<file path="src/rsm_pkg.sv">
/*
 package for the rotate, mask and shift unit: opcodes, field positions,
 carrier structs. assumes big-endian bit numbering (bit 0 = msb) in the isa.
*/
package rsm_pkg;
   localparam logic [5:0] OP_PRIMARY_X = 6'h1f;
   localparam logic [5:0] OP_ROT_IMM = 6'h15;
   localparam logic [5:0] OP_ROT_REG = 6'h17;
   localparam logic [9:0] XO_SHL = 10'h018;
   localparam logic [9:0] XO_SHR = 10'h218;
   localparam logic [9:0] XO_SAR = 10'h318;
   localparam logic [9:0] XO_SARI = 10'h338;
   // msb-numbered bit 26 of the amount register is lsb-numbered bit 5
   localparam int AMT_BIG_BIT = 5;
   localparam logic [31:0] WORD_ZERO = 32'h0000_0000;
   localparam logic [3:0] CR_RESET = 4'h0;

   typedef struct packed {
      logic valid;
      logic [31:0] instr;
      logic [31:0] source_gpr;
      logic [31:0] amount_gpr;
      logic sticky_ovf;
   } rsm_req_t;

   typedef struct packed {
      logic valid;
      logic wr_dest;
      logic [31:0] dest_gpr;
      logic wr_ca;
      logic shift_out_flag;
      logic wr_cr0;
      logic [3:0] condition_field_zero;
   } rsm_rsp_t;
endpackage

</file>
<file path="src/rsm_unit.sv">
/*
 single-cycle rotate / mask / shift datapath; result registered one edge
 after the request. assumes issue logic presents one decoded word per cycle.
*/
`timescale 1ns/1ps
`default_nettype none
module rsm_unit (
   input wire logic sys_clk,
   input wire logic srst,
   input wire rsm_pkg::rsm_req_t req,
   output rsm_pkg::rsm_rsp_t rsp
);
   import rsm_pkg::*;

   // ------------------------------------------------------------
   // helpers
   // ------------------------------------------------------------
   function automatic logic [31:0] rotl(input logic [31:0] v, input logic [4:0] n);
      logic [63:0] d;
      d = {v, v} << n;
      return d[63:32];
   endfunction

   // mask in msb numbering: position p maps to lsb index 31-p
   function automatic logic [31:0] mask_gen(input logic [4:0] mb, input logic [4:0] me);
      logic [31:0] m;
      m = WORD_ZERO;
      for (int p = 0; p < 32; p++) begin
         if (mb <= me) begin
            m[31-p] = (5'(p) >= mb) && (5'(p) <= me);
         end else begin
            m[31-p] = (5'(p) >= mb) || (5'(p) <= me);
         end
      end
      return m;
   endfunction

   // ------------------------------------------------------------
   // decode
   // ------------------------------------------------------------
   wire logic [5:0] opcd = req.instr[31:26];
   wire logic [4:0] sh_field = req.instr[15:11];
   wire logic [4:0] mask_begin = req.instr[10:6];
   wire logic [4:0] mask_stop = req.instr[5:1];
   wire logic [9:0] xo = req.instr[10:1];
   wire logic record_bit = req.instr[0];
   wire logic is_x = (opcd == OP_PRIMARY_X);
   wire logic is_rimm = (opcd == OP_ROT_IMM);
   wire logic is_rreg = (opcd == OP_ROT_REG);
   wire logic is_shl = is_x && (xo == XO_SHL);
   wire logic is_shr = is_x && (xo == XO_SHR);
   wire logic is_sar = is_x && (xo == XO_SAR);
   wire logic is_sari = is_x && (xo == XO_SARI);
   wire logic is_alg = is_sar || is_sari;
   wire logic hit = is_rimm || is_rreg || is_shl || is_shr || is_alg;
   wire logic amt_big = req.amount_gpr[AMT_BIG_BIT];

   // ------------------------------------------------------------
   // datapath
   // ------------------------------------------------------------
   // immediate forms take the field, register forms the low five bits
   wire logic [4:0] n = (is_rimm || is_sari) ? sh_field : req.amount_gpr[4:0];
   wire logic [4:0] neg_n = 5'(6'd32 - {1'b0, n});
   // rotate right n is rotate left 32-n; shifts reuse the rotator
   wire logic [31:0] rot_l = rotl(req.source_gpr, n);
   wire logic [31:0] rot_r = rotl(req.source_gpr, neg_n);
   wire logic [31:0] m_rot = mask_gen(mask_begin, mask_stop);
   wire logic [31:0] m_shl = amt_big ? WORD_ZERO : mask_gen(5'd0, 5'(5'd31 - n));
   wire logic [31:0] m_shr = (amt_big && !is_sari) ? WORD_ZERO : mask_gen(n, 5'd31);
   wire logic sgn = req.source_gpr[31];
   wire logic [31:0] res_rot = rot_l & m_rot;
   wire logic [31:0] res_shl = rot_l & m_shl;
   wire logic [31:0] res_shr = rot_r & m_shr;
   wire logic [31:0] res_alg = (rot_r & m_shr) | ({32{sgn}} & ~m_shr);
   // ones that fall off the right; zero amount gives no bits out
   wire logic ca = sgn && ((rot_r & ~m_shr) != WORD_ZERO);
   wire logic [31:0] result = (is_rimm || is_rreg) ? res_rot :
                              is_shl ? res_shl :
                              is_shr ? res_shr : res_alg;
   wire logic [3:0] cr_val = {$signed(result) < 0, $signed(result) > 0,
                              result == WORD_ZERO, req.sticky_ovf};

   // ------------------------------------------------------------
   // output register
   // ------------------------------------------------------------
   rsm_rsp_t rsp_nxt;
   always_comb begin
      rsp_nxt.valid = req.valid && hit;
      rsp_nxt.wr_dest = req.valid && hit;
      rsp_nxt.dest_gpr = hit ? result : WORD_ZERO;
      rsp_nxt.wr_ca = req.valid && is_alg;
      rsp_nxt.shift_out_flag = is_alg && ca;
      rsp_nxt.wr_cr0 = req.valid && hit && record_bit;
      rsp_nxt.condition_field_zero = hit ? cr_val : CR_RESET;
   end

   always_ff @(posedge sys_clk) begin
      if (srst) begin
         rsp <= '0;
      end else begin
         rsp <= rsp_nxt;
      end
   end

   // ------------------------------------------------------------
   // checks
   // ------------------------------------------------------------
   // references built apart from the rotator and mask generator, so the
   // checks that use them do not just repeat the datapath expressions
   wire logic [4:0] reg_amt = req.amount_gpr[4:0];
   wire logic [31:0] rot_by_reg = (req.source_gpr << reg_amt) |
                                  (req.source_gpr >> (6'd32 - {1'b0, reg_amt}));
   wire logic [31:0] rot_by_imm = (req.source_gpr << sh_field) |
                                  (req.source_gpr >> (6'd32 - {1'b0, sh_field}));
   wire logic [4:0] back_amt = 5'(6'd32 - {1'b0, sh_field});
   wire logic [31:0] rotr_ref = (req.source_gpr >> back_amt) |
                                (req.source_gpr << (6'd32 - {1'b0, back_amt}));
   wire logic [31:0] lo_part = 32'hffff_ffff >> mask_begin;
   wire logic [31:0] hi_part = 32'hffff_ffff << (5'd31 - mask_stop);
   wire logic [31:0] ref_mask = (mask_begin <= mask_stop) ? (lo_part & hi_part) :
                                (lo_part | hi_part);
   // a big register amount pushes every source bit out
   wire logic [5:0] lost_amt = (is_sar && amt_big) ? 6'd32 : {1'b0, n};
   wire logic [31:0] lost_bits = req.source_gpr & ~(32'hffff_ffff << lost_amt);
endmodule // rsm_unit
`default_nettype wire

</file>
<file path="config.mk">
export PLATFORM = sky130hd
export DESIGN_NAME = rsm_unit
export DESIGN_NICKNAME = d
export VERILOG_FILES = /design/src/rsm_pkg.sv /design/src/rsm_unit.sv
export SDC_FILE = /design/constraint.sdc
export NUM_CORES = 1
export LEC_CHECK = 0
export CELL_PAD_IN_SITES_DETAIL_PLACEMENT = 2
export CELL_PAD_IN_SITES_GLOBAL_PLACEMENT = 2
export CORE_UTILIZATION = 33
export DETAILED_ROUTE_END_ITERATION = 7
export DONT_BUFFER_PORTS = 1
export PLACE_DENSITY_LB_ADDON = 0.05
export RECOVER_POWER = 25
export SYNTH_ARGS = -nofsm -noshare
export SYNTH_HDL_FRONTEND = slang
export SYNTH_SLANG_ARGS = --single-unit
</file>
<file path="constraint.sdc">
create_clock -name sys_clk -period 6.05 [get_ports sys_clk]
set_clock_uncertainty 0.15 [all_clocks]
set_input_delay 0.605 -clock sys_clk [delete_from_list [all_inputs] [get_ports sys_clk]]
set_output_delay 0.605 -clock sys_clk [all_outputs]
set_load 0.05 [all_outputs]
</file>
==> summary.md <==
| Metric | Value |
|---|---|
| Status | `finished clean` |
| Drt first-iter violations | `1098` |
| Clock power share | `16.8%` |
| Power Density | `184 nW/um2` |
| Clock transition at path regs | `0.06 ns` |
| Top post-synthesis cells by area | `mux2i_1 (11%), dfxtp_1 (9.2%), nor2_1 (6.8%)` |
| Hold crit path type | `primary input to register` |
| Top reg by flops | `rsp` |
| Largest net degree at the start of global routing | `39` |
| Die H | `163 um` |
| Num ports | `141` |
| CTS tree | `built` |
| CP max FO | `28` |
| Chip Width | `163 um` |
| Via density | `7.07` |
| Pre-CTS WS | `0.150 ns` |
| Arr. time, crit path | `5.75 ns` |
| Tmin final | `5.75 ns` |
| Fraction of layout cells with a size suffix above 1 | `17.3%` |
| Fin. Hold Viols | `0` |
| Hold_sp | `srst` |
| Setup CP Type | `primary input to register` |
| #FFs+latches synth | `39` |
| Total wire length | `53400 um` |
| Average wire per standard cell | `33.9 um` |
| Asr flop ratio synth | `0%` |
| Multi-input logic area | `7200 um2` |
| Worst setup SP type | `primary input` |
| Actual slew at the worst max-slew pin | `1.32 ns` |
| Post-Synthesis Cell Area | `8520 um2` |
| Residual DRC count | `0` |
| Max_slew headroom | `10.9%` |
| RSZ-0062 raised after global routing | `false` |
| Vias in the first global route | `11219` |
| Sw Ratio | `50.3%` |
| Dominant cell type by area after synthesis | `mux2i_1` |
| CTS buffer count | `5` |
| Max cap viols | `0` |
| Worst setup margin | `0.304 ns` |
| H-Tree Depth | `2` |
| Port Buffers | `0` |
| Post-CTS Repair Setup Buffers | `0` |
| Routed Antenna Nets | `0` |
| Metal-1 WL | `23500 um` |
| Main synth FF type | `dfxtp_1` |
| Post-synthesis cell type count | `84` |
| Fmax | `174 MHz` |
| Initial Util | `33.7%` |
| Grt total ovfl | `0` |
| DP Wirelength | `42800 um` |
| Routed length on met2 | `23500 um` |
| Vias | `11134` |
| Comb power frac | `68.2%` |
| Synth-to-layout area growth | `11.9%` |
| Die Area | `26500 um2` |
| Yosys warning count | `0` |
| Post-synthesis sequential area ratio | `9.16%` |
| Top-count cell post-synth | `nor2_1` |
| Clk sinks | `39` |
| Antenna violations before repair | `1` |
| Worst hold slack | `0.250 ns` |
| First-pass GRT wire length | `78300 um` |
| Met3 WL post-DR | `4650 um` |
| Hold endpoint | `rsp[6]$_SDFF_PP0_` |
| Final setup TNS | `0 ns` |
| Hold_buf cts | `0` |
| EDFF count, synth | `0` |
| Net Count, Synth | `1343` |
| Post-synth top cells | `nor2_1 (155), nand2_1 (117), mux2i_1 (96)` |
| Syn_area_per_cell | `6.89 um2` |
| Fin. max-slew vios | `0` |
| Leakage power | `3.61 nW` |
| Final setup viols | `0` |
| Seq pwr share | `15.1%` |
| Layout Nets | `1351` |
| CTS Buffer Depth | `2` |
| Number of cell rows | `58` |
| Max layer used | `met5` |
| CP Capture Type | `register` |
| Regs by FF count | `rsp: 39 flops` |
| Core area | `25300 um2` |
| Switch Pwr | `0.000884 W` |
| Int Power | `0.000872 W` |
| Gpl congestion | `1.03` |
| Root Buffer | `clkbuf_16` |
| Synth Instances | `1236` |
| Number of antenna diodes | `0` |
| Flip-flop count of the largest register after layout | `39` |
| Hold path depth | `1` |
| Cts repair resizes | `0` |
| Register area | `781 um2` |
| Worst vdd ir | `0.000156 V` |
| Final Cycle Share | `95.0%` |
| Drt pass-1 iters | `5` |
| Number of fill cells in the layout | `3045` |
| Global Route Usage Sum | `40.2%` |
| Area share of the largest cell type after synthesis | `11.3%` |
| Worst EP required | `6.06 ns` |
## stage by stage
stage | util [%] | std cells | total power (W) | cell area [um2]
4_1_cts | 37.8 | 1575 | 0.00172 | 9540
5_1_grt | 37.8 | 1575 | 0.00182 | 9540
3_3_place_gp | 37.1 | 1567 | 0.00141 | 9370
3_5_place_dp | 37.1 | 1567 | 0.00142 | 9370
6_report | 37.8 | 1575 | 0.00176 | 9540
2_1_floorplan | - | 1236 | 0.000975 | 8530
## worst max path at each step
stage / startpoint / to / slack (ns) / cells after the start
after global routing: req[67] / rsp[2]$_SDFF_PP0_ / 0.30 / 13
final: req[67] / rsp[2]$_SDFF_PP0_ / 0.30 / 13
after global placement: req[67] / rsp[2]$_SDFF_PP0_ / 0.21 / 13
after detailed placement: req[67] / rsp[2]$_SDFF_PP0_ / 0.15 / 13
after floorplan: req[67] / rsp[2]$_SDFF_PP0_ / 0.1 / 23
after CTS: req[67] / rsp[2]$_SDFF_PP0_ / 0.44 / 13
## cells by family (layout without fill, tap and decap cells)
logic type,Yosys count,count (layout),synth area share (%)
xor gates and xnor gates,3,3,0.308
muxes,162,162,21.5
DFF,39,39,9.16
adders and majority gates,21,21,2.67
and+or+nand+nor,421,421,22.3
buffers and inverters,131,140,6.87
AOI/OAI and AO/OA,459,459,37.1
## metal layers
layer,vias up,global-route usage (%)
met5,-,0
met4,2,11.9
met3,98,8.15
met2,520,62.4
met1,5693,55.4
li1,4821,-
## final cells by class
cell class              count  area share, %
multi-input cells        1066           75.5
repair buffers            115           9.58
flip-flops and latches     39           8.19
well taps                 330           4.33
clock buffers               5           1.31
inverters                  17          0.669
clock inverters             3          0.459
## power groups by stage
stage	combinational, W	clock, W	sequential [W]
floorplan	0.000704	0	0.000270
global placement	0.00114	0	0.000271
detailed placement	0.00115	0	0.000271
CTS	0.00116	0.000299	0.000265
global route	0.00125	0.000311	0.000265
finish	0.00120	0.000294	0.000265
## worst max-delay path, cell delays in order
cell	delay [ns]
or3_4	0.42
o41a_1	0.58
a221o_4	0.68
mux2i_1	0.49
mux2i_1	0.21
o2bb2ai_1	0.18
a211oi_2	0.29
mux2i_1	0.20
a211oi_1	0.66
and4_1	0.29
nand4_1	0.12
or4_1	0.61
o311a_1	0.39
## layout by cell type, fill, tap and decap left out, types with 9 or more instances in the layout
cell      synthesis  layout
nor2_1          155     155
nand2_1         117     117
buf_4             3     111
mux2i_1          96      94
o21ai_0          87      87
o22ai_1          69      69
a21oi_1          65      65
mux2_2           44      44
dfxtp_1          39      39
nor3_1           38      37
a22oi_1          35      35
nand3_1          33      33
a221oi_1         29      29
a31oi_1          22      22
o221ai_1         17      17
nand4_1          16      16
inv_1            15      15
a211oi_1         15      15
o211ai_1         14      14
maj3_1           14      14
mux2_4           11      11
and2_1            9       9
a221o_1          10       9
Power figures use the tool's default switching activity.
